File: src/hw/emoc_pkg.sv
// Purpose: Constants for the event mask and overcurrent capture block
// Assumes: 32-bit register words reached by index through a simple register port
// Notes:   Offsets are word indices on the register port
//
// Summary of operation
// - Interrupt enable bits 8, 7 and 6 raise an interrupt on a zero-crossing timeout of phase C, B, A.
// - Interrupt enable bits 5 to 0 raise an interrupt when any phase of that energy enters or leaves no load.
// - Event mask bit 16 pulls the event pin low when new waveform samples are ready.
// - Event mask bits 15 to 10 pull the event pin low when any phase of that energy is in no load.
// - Event mask bits 9 to 6 pull the event pin low if the last pulse on output 4..1 was negative, sampled at its falling edge.
// - Event mask bits 5 to 3 flag swell on phase C, B, A and bits 2 to 0 flag dip on phase C, B, A.
// - The overcurrent threshold is a 24-bit read/write field resetting to all ones, upper byte reads zero.
// - Each phase capture takes its half-cycle rms on the half-cycle strobe when its enable is set and the rms exceeds the threshold.
// - The neutral capture takes the neutral half-cycle rms under the same condition with its own enable.
// - The voltage level is a 24-bit read/write value with a fixed reset default used by fundamental math.
// - All interrupt enable and event mask bits reset to zero and are readable and writable.
package emoc_pkg;
  localparam int          ADDR_W       = 12;
  localparam int          DATA_W       = 32;
  localparam int          VAL_W        = 24;
  localparam logic [11:0] IRQ_EN_IDX   = 12'h405;
  localparam logic [11:0] EVT_MASK_IDX = 12'h407;
  localparam logic [11:0] OC_THR_IDX   = 12'h409;
  localparam logic [11:0] OC_A_IDX     = 12'h40a;
  localparam logic [11:0] OC_B_IDX     = 12'h40b;
  localparam logic [11:0] OC_C_IDX     = 12'h40c;
  localparam logic [11:0] OC_N_IDX     = 12'h40d;
  localparam logic [11:0] VOLT_LVL_IDX = 12'h40f;
  localparam int          IRQ_EN_W     = 9;
  localparam int          EVT_MASK_W   = 17;
  localparam logic [23:0] OC_THR_RST   = 24'hffffff;
  localparam logic [23:0] VOLT_LVL_RST = 24'h045d45;
  localparam int          RSVD_W       = DATA_W - VAL_W;
  localparam logic [23:0] CAP_RST      = 24'h000000;
  localparam logic [31:0] ZERO_WORD    = 32'h00000000;
  localparam int          ZXTO_LSB     = 6;
  localparam int          NL_W         = 6;
  localparam int          EV_DIP_LSB   = 0;
  localparam int          EV_SWELL_LSB = 3;
  localparam int          EV_NEG_LSB   = 6;
  localparam int          EV_NL_LSB    = 10;
  localparam int          EV_READY_BIT = 16;
endpackage

File: src/hw/emoc_top.sv
// Purpose: Event pin masking, interrupt enables, overcurrent capture, voltage level
// Assumes: Register port is synchronous; reads return data one cycle after rd strobe
// Notes:   Event pin is active low and registered
`timescale 1ns/1ps
module emoc_top
  import emoc_pkg::*;
(
  input  wire logic              clk_in,
  input  wire logic              rst_in,
  input  wire logic [ADDR_W-1:0] reg_addr_in,
  input  wire logic              reg_wr_in,
  input  wire logic              reg_rd_in,
  input  wire logic [DATA_W-1:0] reg_wdata_in,
  output logic      [DATA_W-1:0] reg_rdata_out,
  output logic                   reg_rvalid_out,
  input  wire logic [2:0]        zc_timeout_in,
  input  wire logic [NL_W-1:0]   noload_change_in,
  input  wire logic [NL_W-1:0]   noload_state_in,
  input  wire logic              waveform_ready_in,
  input  wire logic [3:0]        energy_pulse_in,
  input  wire logic [3:0]        pulse_negative_in,
  input  wire logic [2:0]        swell_in,
  input  wire logic [2:0]        dip_in,
  input  wire logic [3:0]        overcurrent_en_in,
  input  wire logic              halfcycle_strobe_in,
  input  wire logic [VAL_W-1:0]  phase_a_halfcycle_irms,
  input  wire logic [VAL_W-1:0]  phase_b_halfcycle_irms,
  input  wire logic [VAL_W-1:0]  phase_c_halfcycle_irms,
  input  wire logic [VAL_W-1:0]  neutral_halfcycle_irms,
  output logic                   irq_out,
  output logic                   event_n_out,
  output logic      [VAL_W-1:0]  fund_voltage_level_out
);
  //////////////////////////////////////////////////////////////////////////////
  // Registers
  logic [IRQ_EN_W-1:0]   irq_en_reg;
  logic [EVT_MASK_W-1:0] evt_mask_reg;
  logic [VAL_W-1:0]      oc_thr_reg;
  logic [VAL_W-1:0]      volt_lvl_reg;
  logic [3:0]            pulse_prev_reg;
  logic [3:0]            pulse_neg_reg;
  logic                  irq_reg;
  logic                  event_n_reg;
  logic [DATA_W-1:0]     rdata_reg;
  logic                  rvalid_reg;
  logic [VAL_W-1:0]      cap_a;
  logic [VAL_W-1:0]      cap_b;
  logic [VAL_W-1:0]      cap_c;
  logic [VAL_W-1:0]      cap_n;

  // Index decode
  wire hit_irq_en   = (reg_addr_in == IRQ_EN_IDX);
  wire hit_mask     = (reg_addr_in == EVT_MASK_IDX);
  wire hit_thr      = (reg_addr_in == OC_THR_IDX);
  wire hit_cap_a    = (reg_addr_in == OC_A_IDX);
  wire hit_cap_b    = (reg_addr_in == OC_B_IDX);
  wire hit_cap_c    = (reg_addr_in == OC_C_IDX);
  wire hit_cap_n    = (reg_addr_in == OC_N_IDX);
  wire hit_volt_lvl = (reg_addr_in == VOLT_LVL_IDX);

  // Write strobes; read-only and unmapped indices have none
  wire wr_irq_en   = reg_wr_in && hit_irq_en;
  wire wr_mask     = reg_wr_in && hit_mask;
  wire wr_thr      = reg_wr_in && hit_thr;
  wire wr_volt_lvl = reg_wr_in && hit_volt_lvl;

  always_ff @(posedge clk_in or posedge rst_in) begin
    if (rst_in) begin
      irq_en_reg   <= '0;
      evt_mask_reg <= '0;
      oc_thr_reg   <= OC_THR_RST;
      volt_lvl_reg <= VOLT_LVL_RST;
    end else begin
      if (wr_irq_en) irq_en_reg <= reg_wdata_in[IRQ_EN_W-1:0];
      if (wr_mask)   evt_mask_reg <= reg_wdata_in[EVT_MASK_W-1:0];
      if (wr_thr)    oc_thr_reg <= reg_wdata_in[VAL_W-1:0];
      if (wr_volt_lvl) volt_lvl_reg <= reg_wdata_in[VAL_W-1:0];
    end
  end

  //////////////////////////////////////////////////////////////////////////////
  // Read path
  // Fields padded to a full word; reserved upper bits read zero
  wire [DATA_W-1:0] rd_irq_en   = {{(DATA_W-IRQ_EN_W){1'b0}}, irq_en_reg};
  wire [DATA_W-1:0] rd_mask     = {{(DATA_W-EVT_MASK_W){1'b0}}, evt_mask_reg};
  wire [DATA_W-1:0] rd_thr      = {{RSVD_W{1'b0}}, oc_thr_reg};
  wire [DATA_W-1:0] rd_cap_a    = {{RSVD_W{1'b0}}, cap_a};
  wire [DATA_W-1:0] rd_cap_b    = {{RSVD_W{1'b0}}, cap_b};
  wire [DATA_W-1:0] rd_cap_c    = {{RSVD_W{1'b0}}, cap_c};
  wire [DATA_W-1:0] rd_cap_n    = {{RSVD_W{1'b0}}, cap_n};
  wire [DATA_W-1:0] rd_volt_lvl = {{RSVD_W{1'b0}}, volt_lvl_reg};
  wire [DATA_W-1:0] rd_mux      = hit_irq_en   ? rd_irq_en   :
                                  hit_mask     ? rd_mask     :
                                  hit_thr      ? rd_thr      :
                                  hit_cap_a    ? rd_cap_a    :
                                  hit_cap_b    ? rd_cap_b    :
                                  hit_cap_c    ? rd_cap_c    :
                                  hit_cap_n    ? rd_cap_n    :
                                  hit_volt_lvl ? rd_volt_lvl :
                                  ZERO_WORD;

  always_ff @(posedge clk_in or posedge rst_in) begin
    if (rst_in) begin
      rdata_reg  <= ZERO_WORD;
      rvalid_reg <= 1'b0;
    end else begin
      rdata_reg  <= reg_rd_in ? rd_mux : rdata_reg;
      rvalid_reg <= reg_rd_in;
    end
  end

  //////////////////////////////////////////////////////////////////////////////
  // Negative pulse flags, refreshed at each falling edge of a pulse output
  wire [3:0] pulse_fall = pulse_prev_reg & ~energy_pulse_in;
  always_ff @(posedge clk_in or posedge rst_in) begin
    if (rst_in) begin
      pulse_prev_reg <= '0;
      pulse_neg_reg  <= '0;
    end else begin
      pulse_prev_reg <= energy_pulse_in;
      for (int i = 0; i < 4; i++) begin
        if (pulse_fall[i]) pulse_neg_reg[i] <= pulse_negative_in[i];
      end
    end
  end

  //////////////////////////////////////////////////////////////////////////////
  // Event pin and interrupt
  wire [EVT_MASK_W-1:0] evt_cond = {waveform_ready_in, noload_state_in, pulse_neg_reg,
                                    swell_in, dip_in};
  wire evt_any = |(evt_cond & evt_mask_reg);
  wire [IRQ_EN_W-1:0] irq_cond = {zc_timeout_in, noload_change_in};
  wire irq_any = |(irq_cond & irq_en_reg);

  always_ff @(posedge clk_in or posedge rst_in) begin
    if (rst_in) begin
      event_n_reg <= 1'b1;
      irq_reg     <= 1'b0;
    end else begin
      event_n_reg <= ~evt_any;
      irq_reg     <= irq_any;
    end
  end

  //////////////////////////////////////////////////////////////////////////////
  // Overcurrent captures
  // Phase A capture
  emoc_capture #(
    .W(VAL_W)
  ) u_cap_a (
    .clk_in    (clk_in),
    .rst_in    (rst_in),
    .enable_in (overcurrent_en_in[0]),
    .strobe_in (halfcycle_strobe_in),
    .rms_in    (phase_a_halfcycle_irms),
    .limit_in  (oc_thr_reg),
    .value_out (cap_a)
  );

  // Phase B capture
  emoc_capture #(
    .W(VAL_W)
  ) u_cap_b (
    .clk_in    (clk_in),
    .rst_in    (rst_in),
    .enable_in (overcurrent_en_in[1]),
    .strobe_in (halfcycle_strobe_in),
    .rms_in    (phase_b_halfcycle_irms),
    .limit_in  (oc_thr_reg),
    .value_out (cap_b)
  );

  // Phase C capture
  emoc_capture #(
    .W(VAL_W)
  ) u_cap_c (
    .clk_in    (clk_in),
    .rst_in    (rst_in),
    .enable_in (overcurrent_en_in[2]),
    .strobe_in (halfcycle_strobe_in),
    .rms_in    (phase_c_halfcycle_irms),
    .limit_in  (oc_thr_reg),
    .value_out (cap_c)
  );

  // Neutral capture
  emoc_capture #(
    .W(VAL_W)
  ) u_cap_n (
    .clk_in    (clk_in),
    .rst_in    (rst_in),
    .enable_in (overcurrent_en_in[3]),
    .strobe_in (halfcycle_strobe_in),
    .rms_in    (neutral_halfcycle_irms),
    .limit_in  (oc_thr_reg),
    .value_out (cap_n)
  );

  assign reg_rdata_out          = rdata_reg;
  assign reg_rvalid_out         = rvalid_reg;
  assign irq_out                = irq_reg;
  assign event_n_out            = event_n_reg;
  assign fund_voltage_level_out = volt_lvl_reg;

  //////////////////////////////////////////////////////////////////////////////
  // Checks
  chk_zc_timeout_irq: assert property (@(posedge clk_in) disable iff (rst_in)
    (|(zc_timeout_in & irq_en_reg[IRQ_EN_W-1:ZXTO_LSB])) |=> irq_out)
    else $error("timeout interrupt missing");
  chk_noload_irq: assert property (@(posedge clk_in) disable iff (rst_in)
    (|(noload_change_in & irq_en_reg[NL_W-1:0])) |=> irq_out)
    else $error("no-load interrupt missing");
  chk_ready_event: assert property (@(posedge clk_in) disable iff (rst_in)
    (waveform_ready_in && evt_mask_reg[EV_READY_BIT]) |=> !event_n_out)
    else $error("ready event missing");
  chk_noload_event: assert property (@(posedge clk_in) disable iff (rst_in)
    (|(noload_state_in & evt_mask_reg[EV_READY_BIT-1:EV_NL_LSB])) |=> !event_n_out)
    else $error("no-load event missing");
  chk_negpulse_flag: assert property (@(posedge clk_in) disable iff (rst_in)
    ($fell(energy_pulse_in[0]) && pulse_negative_in[0] && evt_mask_reg[EV_NEG_LSB])
      |=> ##1 !event_n_out)
    else $error("negative pulse event missing");
  chk_dip_event: assert property (@(posedge clk_in) disable iff (rst_in)
    (|({swell_in, dip_in} & evt_mask_reg[EV_NEG_LSB-1:EV_DIP_LSB])) |=> !event_n_out)
    else $error("dip or swell event missing");
  chk_thr_write: assert property (@(posedge clk_in) disable iff (rst_in)
    wr_thr |=> oc_thr_reg == $past(reg_wdata_in[VAL_W-1:0]))
    else $error("threshold write lost");
  chk_volt_lvl_out: assert property (@(posedge clk_in) disable iff (rst_in)
    wr_volt_lvl |=> fund_voltage_level_out == $past(reg_wdata_in[VAL_W-1:0]))
    else $error("voltage level write lost");
  chk_event_idle: assert property (@(posedge clk_in) disable iff (rst_in)
    !evt_any |=> event_n_out)
    else $error("event pin low without cause");
  chk_read_mask: assert property (@(posedge clk_in) disable iff (rst_in)
    (reg_rd_in && reg_addr_in == EVT_MASK_IDX) |=> reg_rvalid_out
      && reg_rdata_out[EVT_MASK_W-1:0] == $past(evt_mask_reg))
    else $error("mask readback wrong");

  //////////////////////////////////////////////////////////////////////////////
  // Register port and flag checks
  chk_irq_idle: assert property (@(posedge clk_in) disable iff (rst_in)
    !irq_any
      |=> !irq_out)
    else $error("interrupt without enabled cause");

  chk_irq_en_write: assert property (@(posedge clk_in) disable iff (rst_in)
    wr_irq_en
      |=> irq_en_reg == $past(reg_wdata_in[IRQ_EN_W-1:0]))
    else $error("interrupt enable write lost");

  chk_mask_write: assert property (@(posedge clk_in) disable iff (rst_in)
    wr_mask
      |=> evt_mask_reg == $past(reg_wdata_in[EVT_MASK_W-1:0]))
    else $error("event mask write lost");

  chk_irq_en_read: assert property (@(posedge clk_in) disable iff (rst_in)
    (reg_rd_in && hit_irq_en)
      |=> reg_rdata_out == {{(DATA_W-IRQ_EN_W){1'b0}}, $past(irq_en_reg)})
    else $error("interrupt enable readback wrong");

  chk_thr_readback: assert property (@(posedge clk_in) disable iff (rst_in)
    (reg_rd_in && hit_thr)
      |=> reg_rdata_out == {{RSVD_W{1'b0}}, $past(oc_thr_reg)})
    else $error("threshold readback wrong");

  chk_cap_a_readback: assert property (@(posedge clk_in) disable iff (rst_in)
    (reg_rd_in && hit_cap_a)
      |=> reg_rdata_out == {{RSVD_W{1'b0}}, $past(cap_a)})
    else $error("phase A capture readback wrong");

  chk_cap_b_readback: assert property (@(posedge clk_in) disable iff (rst_in)
    (reg_rd_in && hit_cap_b)
      |=> reg_rdata_out == {{RSVD_W{1'b0}}, $past(cap_b)})
    else $error("phase B capture readback wrong");

  chk_cap_c_readback: assert property (@(posedge clk_in) disable iff (rst_in)
    (reg_rd_in && hit_cap_c)
      |=> reg_rdata_out == {{RSVD_W{1'b0}}, $past(cap_c)})
    else $error("phase C capture readback wrong");

  chk_cap_n_readback: assert property (@(posedge clk_in) disable iff (rst_in)
    (reg_rd_in && hit_cap_n)
      |=> reg_rdata_out == {{RSVD_W{1'b0}}, $past(cap_n)})
    else $error("neutral capture readback wrong");

  chk_volt_lvl_read: assert property (@(posedge clk_in) disable iff (rst_in)
    (reg_rd_in && hit_volt_lvl)
      |=> reg_rdata_out == {{RSVD_W{1'b0}}, $past(volt_lvl_reg)})
    else $error("voltage level readback wrong");

  chk_swell_event: assert property (@(posedge clk_in) disable iff (rst_in)
    (|(swell_in & evt_mask_reg[EV_NEG_LSB-1:EV_SWELL_LSB]))
      |=> !event_n_out)
    else $error("swell event missing");

  chk_negpulse_hold: assert property (@(posedge clk_in) disable iff (rst_in)
    !(|pulse_fall)
      |=> $stable(pulse_neg_reg))
    else $error("negative pulse flag changed without a falling edge");
endmodule

File: src/hw/emoc_capture.sv
// Purpose: One overcurrent capture register
// Assumes: rms value valid while its strobe is high
// Notes:   Holds the last value that exceeded the threshold while enable_in and strobe_in were both high
`timescale 1ns/1ps
module emoc_capture
  import emoc_pkg::*;
#(
  parameter int W = 24
) (
  input  wire logic         clk_in,
  input  wire logic         rst_in,
  input  wire logic         enable_in,
  input  wire logic         strobe_in,
  input  wire logic [W-1:0] rms_in,
  input  wire logic [W-1:0] limit_in,
  output logic      [W-1:0] value_out
);
  logic [W-1:0] value_reg;
  wire          take = enable_in && strobe_in && (rms_in > limit_in);

  always_ff @(posedge clk_in or posedge rst_in) begin
    if (rst_in) begin
      value_reg <= W'(CAP_RST);
    end else if (take) begin
      value_reg <= rms_in;
    end
  end
  assign value_out = value_reg;

  chk_capture_takes_rms: assert property (@(posedge clk_in) disable iff (rst_in)
    take |=> value_out == $past(rms_in))
    else $error("capture did not take rms");
  chk_capture_holds: assert property (@(posedge clk_in) disable iff (rst_in)
    !take |=> $stable(value_out))
    else $error("capture changed without cause");
endmodule

File: config.mk
export PLATFORM = sky130hd
export DESIGN_NAME = emoc_top
export DESIGN_NICKNAME = d
export VERILOG_FILES = /design/src/hw/emoc_pkg.sv /design/src/hw/emoc_top.sv /design/src/hw/emoc_capture.sv
export SDC_FILE = /design/constraint.sdc
export NUM_CORES = 1
export LEC_CHECK = 0
export BUFFER_PORTS_ARGS = -buffer_cell sky130_fd_sc_hd__buf_2
export CAP_MARGIN = 0
export CORE_ASPECT_RATIO = 1.75
export CORE_MARGIN = 3
export CORE_UTILIZATION = 36
export CTS_BUF_LIST = sky130_fd_sc_hd__clkbuf_4 sky130_fd_sc_hd__clkbuf_8 sky130_fd_sc_hd__clkbuf_16
export CTS_CLUSTER_SIZE = 24
export DETAILED_ROUTE_END_ITERATION = 8
export HOLD_SLACK_MARGIN = 0.03
export SKIP_CTS_REPAIR_TIMING = 1
export SLEW_MARGIN = 20
export SYNTH_ARGS = -nofsm -noshare
export SYNTH_HDL_FRONTEND = slang
export SYNTH_HIERARCHICAL = 1
export SYNTH_SLANG_ARGS = --single-unit
File: constraint.sdc
create_clock -name clk_in -period 2.9 [get_ports clk_in]
set_input_delay 0.29 -clock clk_in [delete_from_list [all_inputs] [get_ports clk_in]]
set_output_delay 0.29 -clock clk_in [all_outputs]
set_load 0.005 [all_outputs]
==> results of run 1 <==
layout by cell type (no fill, tap or decap), types with 4 or more instances in the layout:
cell type      Yosys  layout
mux2_2           174     174
nand3_1           19      19
o22ai_1           10      10
buf_4              8      38
a22o_1             7       7
nor2b_1           10      10
ha_4               0       5
dfrtp_1          171     171
clkbuf_8           0       4
buf_12             0       7
o21a_1             5       4
o32ai_1            4       4
a21o_1             4       4
nand4b_1           4       4
o31ai_1            4       4
o211ai_1           5       5
mux2_1             5       5
conb_1             1       8
nor3_1            15      15
inv_1            113     110
nand4_1           27      27
ha_1              96      91
nor2_1            49      49
nand2b_1          12      12
a211o_1            5       5
a21oi_1           86      86
clkbuf_16          0      23
a221oi_1          13      13
dlygate4sd3_1      0      29
nand2_1           56      56
a32o_1             8       8
bufinv_16          0       4
o41ai_4            4       4
clkinv_2           0       4
dfstp_2           34      34
a31oi_1           10      10
a22oi_1           24      24
buf_2              6     221
mux2_4            10      10
o21ai_0           46      45
final cells by class:
cell class | count | area (um2) | share of cell area
Inverter | 113 | 428 | 0.0284
Tap cell | 405 | 507 | 0.0336
Clock buffer | 30 | 653 | 0.0433
Multi-Input combinational cell | 761 | 6300 | 0.418
Timing Repair Buffer | 298 | 1860 | 0.123
Clock inverter | 10 | 158 | 0.0105
Antenna cell | 2 | 5.00 | 0.000332
Sequential cell | 205 | 5170 | 0.343
cells in the mapped netlist, types with 12 or more instances:
cell type | count | area share
clkbuf_1 | 25 | 0.0078
dfstp_2 | 34 | 0.074
a22oi_1 | 24 | 0.015
nor2_1 | 49 | 0.015
a221oi_1 | 13 | 0.0094
nand2b_1 | 12 | 0.0062
mux2_2 | 174 | 0.16
o21ai_0 | 46 | 0.019
nand3_1 | 19 | 0.0079
dfrtp_1 | 171 | 0.35
nand2_1 | 56 | 0.017
nand4_1 | 27 | 0.014
inv_1 | 113 | 0.035
a21oi_1 | 86 | 0.036
nor3_1 | 15 | 0.0062
ha_1 | 96 | 0.099
routing by layer:
| layer | vias to the layer above | global-route usage | wire, um |
|---|---|---|---|
| li1 | 4639 | - | - |
| met3 | 121 | 0.0271 | 1930 |
| met1 | 5017 | 0.250 | 15400 |
| met4 | 0 | 0.133 | 2540 |
| met5 | - | 0 | 0 |
| met2 | 352 | 0.425 | 22900 |
per-stage QoR:
step	utilization	cell area (um2)	instances	hold slack, ns	setup TNS, ns
after CTS	0.443	14600	1786	-0.254	-3.16
after global placement	0.418	13800	1746	0.303	-0.992
after global routing	0.457	15100	1824	0.0303	0
after detailed placement	0.418	13800	1746	0.306	-3.02
final	0.457	15100	1824	0.0142	0
after floorplan	-	12100	1132	0.305	0
worst max-delay path, stage by stage (launching register included):
cell	delay (ns)
dfstp_2	0.62
inv_1	0.07
ha_1	0.32
nand4_1	0.29
nor4_2	0.52
a21oi_1	0.18
o41ai_4	0.11
buf_4	0.27
mux2_2	0.35
worst paths after layout:
| kind | end | slack (ns) | depth (start not counted) |
|---|---|---|---|
| max in group asynchronous | fund_voltage_level_out[13]$_DFFE_PP0P_ | 1.71 | 4 |
| min in group asynchronous | fund_voltage_level_out[21]$_DFFE_PP0P_ | 0.32 | 3 |
| worst max-delay path | u_cap_a/value_out[19]$_DFFE_PP0P_ | 0.07 | 8 |
| worst min-delay path | event_n_out$_DFF_PP1_ | 0.01 | 4 |
| worst min register to register | reg_rdata_out[20]$_DFFE_PP0P_ | 0.48 | 2 |
| worst max register to register | u_cap_a/value_out[19]$_DFFE_PP0P_ | 0.07 | 8 |
cells by family after synthesis:
kind of cell | count (synthesis) | synth area share
muxes | 191 | 0.181
and+or+nand+nor | 217 | 0.0923
other | 1 | 0.000310
AOI/OAI and AO/OA | 249 | 0.138
adders and majority gates | 96 | 0.0994
buffers and inverters | 166 | 0.0609
DFF | 205 | 0.428
report_power, final:
group,switching (W),internal (W)
Clock,0.00125,0.00194
Combinational,0.000569,0.000562
Sequential,0.000165,0.00315
Total,0.00199,0.00566
==> summary.txt, run 1 <==
Global route
  – Antenna violations before repair: 2
  – Gr usage total: 0.231
  – Largest net degree at the start of global routing: approximately 100
  – Vias in the first global route: between 10,000 and 15,000
  – Grt ovf: 0
  – First-pass GRT wire length: about 61,000 um

Worst setup path
  – Crit end category: flop
  – Startpoint types: flop
  – Crit path launch: oc_thr_reg[23]$_DFFE_PP1P_
  – Worst Path Arrival: around 3.3 ns
  – Largest fanout on the critical path: 9
  – Worst Path Required: 3.31 ns
  – Crit path kind: reg -> reg
  – Reg2reg start: oc_thr_reg[23]$_DFFE_PP1P_

Pwr
  – VDD IR max: roughly 0.37 mV
  – Pwr dens: approximately 510 mW/mm2
  – Total Power: ~0.0076 W
  – Pleak: 6.79 nW

Clock tree
  – Reg clk slew, reported paths: 0.06 ns
  – Inserted Clock Buffers: 22
  – Maximum level of the CTS H-tree: 1
  – CTS tree: built
  – Clk_lat worst skew: roughly 0.53 ns
  – Max Buffers Root-to-Sink: 3
  – Clk sink count: slightly above 200
  – CTS root buf: clkbuf_16

Hold path
  – Hold WC Path Type: in -> reg
  – Min-Delay Startpoint: noload_state_in[2]

Route
  – Post-route ant nets: 0
  – First-pass DRT Iterations: 8
  – Detailed-route wire length: between 40,000 and 50,000 um
  – DRT iter0 DRCs: 561
  – Avg WL per Cell: between 20 and 25 um
  – Via Count: a little over 10,000
  – DRC: 0
  – Vias per inst: between 5 and 6

Floorplan
  – Rows: between 80 and 90
  – Die height: 248 um
  – Initial Util: 0.366
  – Core box area: ~0.033 mm2
  – Die ar.: approximately 0.036 mm2
  – Die W: ~140 um
  – I/O pin cnt: 238

Placed design
  – Placer Congestion: between 0.8 and 0.9
  – Setup Slack @ Placement: -0.117 ns
  – PortBufs: roughly 220
  – DP HPWL: between 30,000 and 40,000 um

Timing
  – Worst slew pin tran: 0.809 ns
  – Fin crit share: 0.977
  – RSZ-0062 raised after global routing: false
  – Max Freq: 353 MHz
  – Final setup violation count: 0
  – Max-slew headroom: 0.460
  – Final WS setup: between 0.06 and 0.07 ns
  – Min Tclk post-route: approximately 2.8 ns
  – Hold Fails Final Rpt: 0
  – Final Slew Violations: 0
  – Worst Skew: 0.0105 ns

Final layout
  – Fillers: approximately 3,200
  – Share of cells above drive strength 1: 0.390
  – Area growth syn-to-layout: 24.8%
  – Nets: 1,676

Logic synthesis
  – Most used flip-flop cell after synthesis: dfrtp_1
  – Mapped Cells: 1,125
  – Avg Inst Size Synth: about 11 um2
  – Synthesized flop and latch total: slightly above 200
  – Post-synthesis async set-or-reset flop share: 1.00
  – Synth cell types: 60
  – EDFF count, synth: 0
  – Post-Synthesis Cell Area: 0.0121 mm2
  – Synth Warn #: 6
  – Sequential-to-total area share from yosys stat: 0.428

Flow run
  – Max-cap viol count: 0

Outcome
  – Status: finished clean
(Power assumes the default switching activity.)
==> run 2, diff against run 1 <==
- CELL_PAD_IN_SITES_DETAIL_PLACEMENT: default -> 1
- CELL_PAD_IN_SITES_GLOBAL_PLACEMENT: default -> 2
- CORE_UTILIZATION: 36 -> 32
- MAX_ROUTING_LAYER: default -> met4
- PLACE_DENSITY_LB_ADDON: default -> 0.1
==> run 2 against run 1 <==
Compared with the run above:
- fmax increased by 0.19%
- combinational power increased by 5%
- clock skew increased by 0.0016 ns
- highest routed layer unchanged
- first-iteration DRC count decreased by 33%
- wire length increased by 12%
- largest power group unchanged
==> summary.txt, run 2 (synthesis gave the netlist of run 1 again) <==
Outcome
  – Status: finished clean

Global route
  – Vias in the first global route: 10,871 (+7.3%)
  – First-pass GRT wire length: 69,100 um (+12%)
  – Largest net degree at the start of global routing: 62 (-39%)
  – Grt ovf: 0 (unchanged)
  – Antenna violations before repair: 0 (-2)
  – Gr usage total: 0.235 (+0.00408)

Clock tree
  – Clk sink count: 205 (unchanged)
  – Clk_lat worst skew: 0.54 ns (about the same)
  – Inserted Clock Buffers: 23 (+4.5%)
  – Max Buffers Root-to-Sink: 3 (unchanged)
  – Reg clk slew, reported paths: 0.06 ns (about the same)
  – Maximum level of the CTS H-tree: 1 (unchanged)
  – CTS tree: built
  – CTS root buf: clkbuf_16

Placed design
  – Placer Congestion: 0.838 (-6.6%)
  – Setup Slack @ Placement: -0.100 ns (+0.0166 ns)
  – PortBufs: 221 (unchanged)
  – DP HPWL: 37,800 um (+12%)

Pwr
  – Net switching share of the total power: 0.272 (+0.0119)
  – Int Pwr: 0.00552 W (-2.5%)
  – Pwr dens: 490 mW/mm2 (-3.3%)
  – Clock share of power: 0.403 (-0.015)
  – Sw Pwr: 0.00206 W (+3.7%)
  – Logic pwr share: 0.157 (+0.009)
  – Sequential share of power: 0.440 (+0.006)
  – VDD IR max: 0.377 mV (+1.9%)
  – Pleak: 6.93 nW (+2.0%)

Floorplan
  – Die ar.: 0.0402 mm2 (+12%)
  – Die W: 153 um (+5.8%)
  – I/O pin cnt: 238 (unchanged)
  – Initial Util: 0.327 (-0.0393)
  – Rows: 93 (+5.7%)
  – Core box area: 0.0370 mm2 (+12%)
  – Die height: 263 um (+5.9%)

Worst setup path
  – Crit path launch: oc_thr_reg[14]$_DFFE_PP1P_
  – Crit path kind: reg -> reg
  – Crit path max-delay family: compound AO/OA/AOI/OAI gates
  – Slowest stage delay, CP: 0.59 ns (-0.03 ns)
  – Worst path buffer plus inverter count: 3 (+1)
  – Startpoint types: flop
  – Reg2reg start: oc_thr_reg[14]$_DFFE_PP1P_
  – Worst Path Arrival: 3.24 ns (about the same)
  – Worst Path Required: 3.31 ns (about the same)
  – Slowest CP cell: dfstp_2
  – CP Cell Sequence: inv_1, ha_1, nand4_1, nor3_1, a22o_4, o41ai_4, buf_6, buf_4, mux2_2
  – Crit end category: flop
  – Largest fanout on the critical path: 6 (-3)

Timing
  – Fin crit share: 0.975 (-0.00187)
  – Max-slew headroom: 0.570 (+0.110)
  – Final Slew Violations: 0 (unchanged)
  – Final setup violation count: 0 (unchanged)
  – Final WS setup: 0.0722 ns (+0.00544 ns)
  – Min Tclk post-route: 2.83 ns (-0.00544 ns)
  – Hold Fails Final Rpt: 0 (unchanged)
  – Hold slack final: 0.0209 ns (+0.00667 ns)
  – Worst slew pin tran: 0.642 ns (-0.166 ns)
  – RSZ-0062 raised after global routing: false
  – Max Freq: 354 MHz (+0.19%)
  – Worst Skew: 0.0121 ns (+0.00162 ns)

Route
  – DRC: 0 (unchanged)
  – Via Count: 10,080 (-0.48%)
  – Detailed-route wire length: 48,100 um (+12%)
  – DRT iter0 DRCs: 374 (-33%)
  – Post-route ant nets: 0 (unchanged)
  – Avg WL per Cell: 24.9 um (+6.1%)
  – Vias per inst: 5.22 (-6.0%)
  – First-pass DRT Iterations: 4 (-4)

Final layout
  – Most frequent cells in the layout: buf_2, mux2_2, dfrtp_1, inv_1, ha_1
  – Nets: 1,715 (+2.3%)
  – Most common cell after layout, fill and taps aside: buf_2
  – Fillers: 4,171 (+31%)
  – Area growth syn-to-layout: 27.9%
  – Fin util: 0.418 (-0.0387)
  – Antenna Cells: 0 (-2)
  – Share of cells above drive strength 1: 0.385 (-0.00522)

Hold path
  – Min-Delay Startpoint: noload_change_in[4]
  – Hold WC Path Type: in -> reg

Flow run
  – Max-cap viol count: 0 (unchanged)
[run 2: final cells by class]
cell class | count | area [um2] | share of cell area
Multi-Input combinational cell | 761 | 6280 | 0.406
Clock buffer | 38 | 713 | 0.0461
Tap cell | 475 | 594 | 0.0384
Clock inverter | 4 | 48.8 | 0.00316
Timing Repair Buffer | 336 | 2220 | 0.144
Sequential cell | 205 | 5170 | 0.335
Inverter | 113 | 428 | 0.0277
[run 2: worst paths after layout]
check                      cells after the start                               endpoint  slack [ns]
setup / recovery                               9       u_cap_b/value_out[4]$_DFFE_PP0P_        0.07
hold / removal                                 3                      irq_out$_DFF_PP0_        0.02
setup reg to reg                               9       u_cap_b/value_out[4]$_DFFE_PP0P_        0.07
hold reg to reg                                1      u_cap_c/value_out[15]$_DFFE_PP0P_        0.50
max in group asynchronous                      4  fund_voltage_level_out[0]$_DFFE_PP1P_        1.78
min in group asynchronous                      3          reg_rdata_out[18]$_DFFE_PP0P_        0.38
[run 2: layer usage]
| metal | GRT usage | up-vias | wire length, um |
|---|---|---|---|
| li1 | - | 4697 | - |
| met1 | 0.251 | 5096 | 18000 |
| met2 | 0.455 | 213 | 26900 |
| met3 | 0.0212 | 74 | 1560 |
| met4 | 0.0687 | 0 | 1600 |
| met5 | - | - | 0 |
[run 2: through the flow]
step / instance area, um2 / total power, W / instances / TNS (ns)
final: 15500 / 0.00758 / 1932 / 0
after global routing: 15500 / 0.00791 / 1932 / 0
after CTS: 14700 / 0.00761 / 1867 / -2.28
after detailed placement: 14000 / 0.00451 / 1825 / -1.56
after global placement: 14000 / 0.00447 / 1825 / 0
after floorplan: 12100 / 0.00398 / 1132 / 0
[run 2: tightest hold or removal path, delay by kind of cell]
family          cells  cell delay (ns)
buf+inv             1             0.07
compound gates      1             0.08
simple gates        1             0.08
[run 2: power groups by stage]
stage / registers, W / clock network (W) / logic (W)
after global routing: 0.00336 / 0.00324 / 0.00131
after global placement: 0.00337 / 0 / 0.00110
after floorplan: 0.00330 / 0 / 0.000681
final: 0.00333 / 0.00305 / 0.00119
after CTS: 0.00333 / 0.00314 / 0.00113
after detailed placement: 0.00338 / 0 / 0.00113
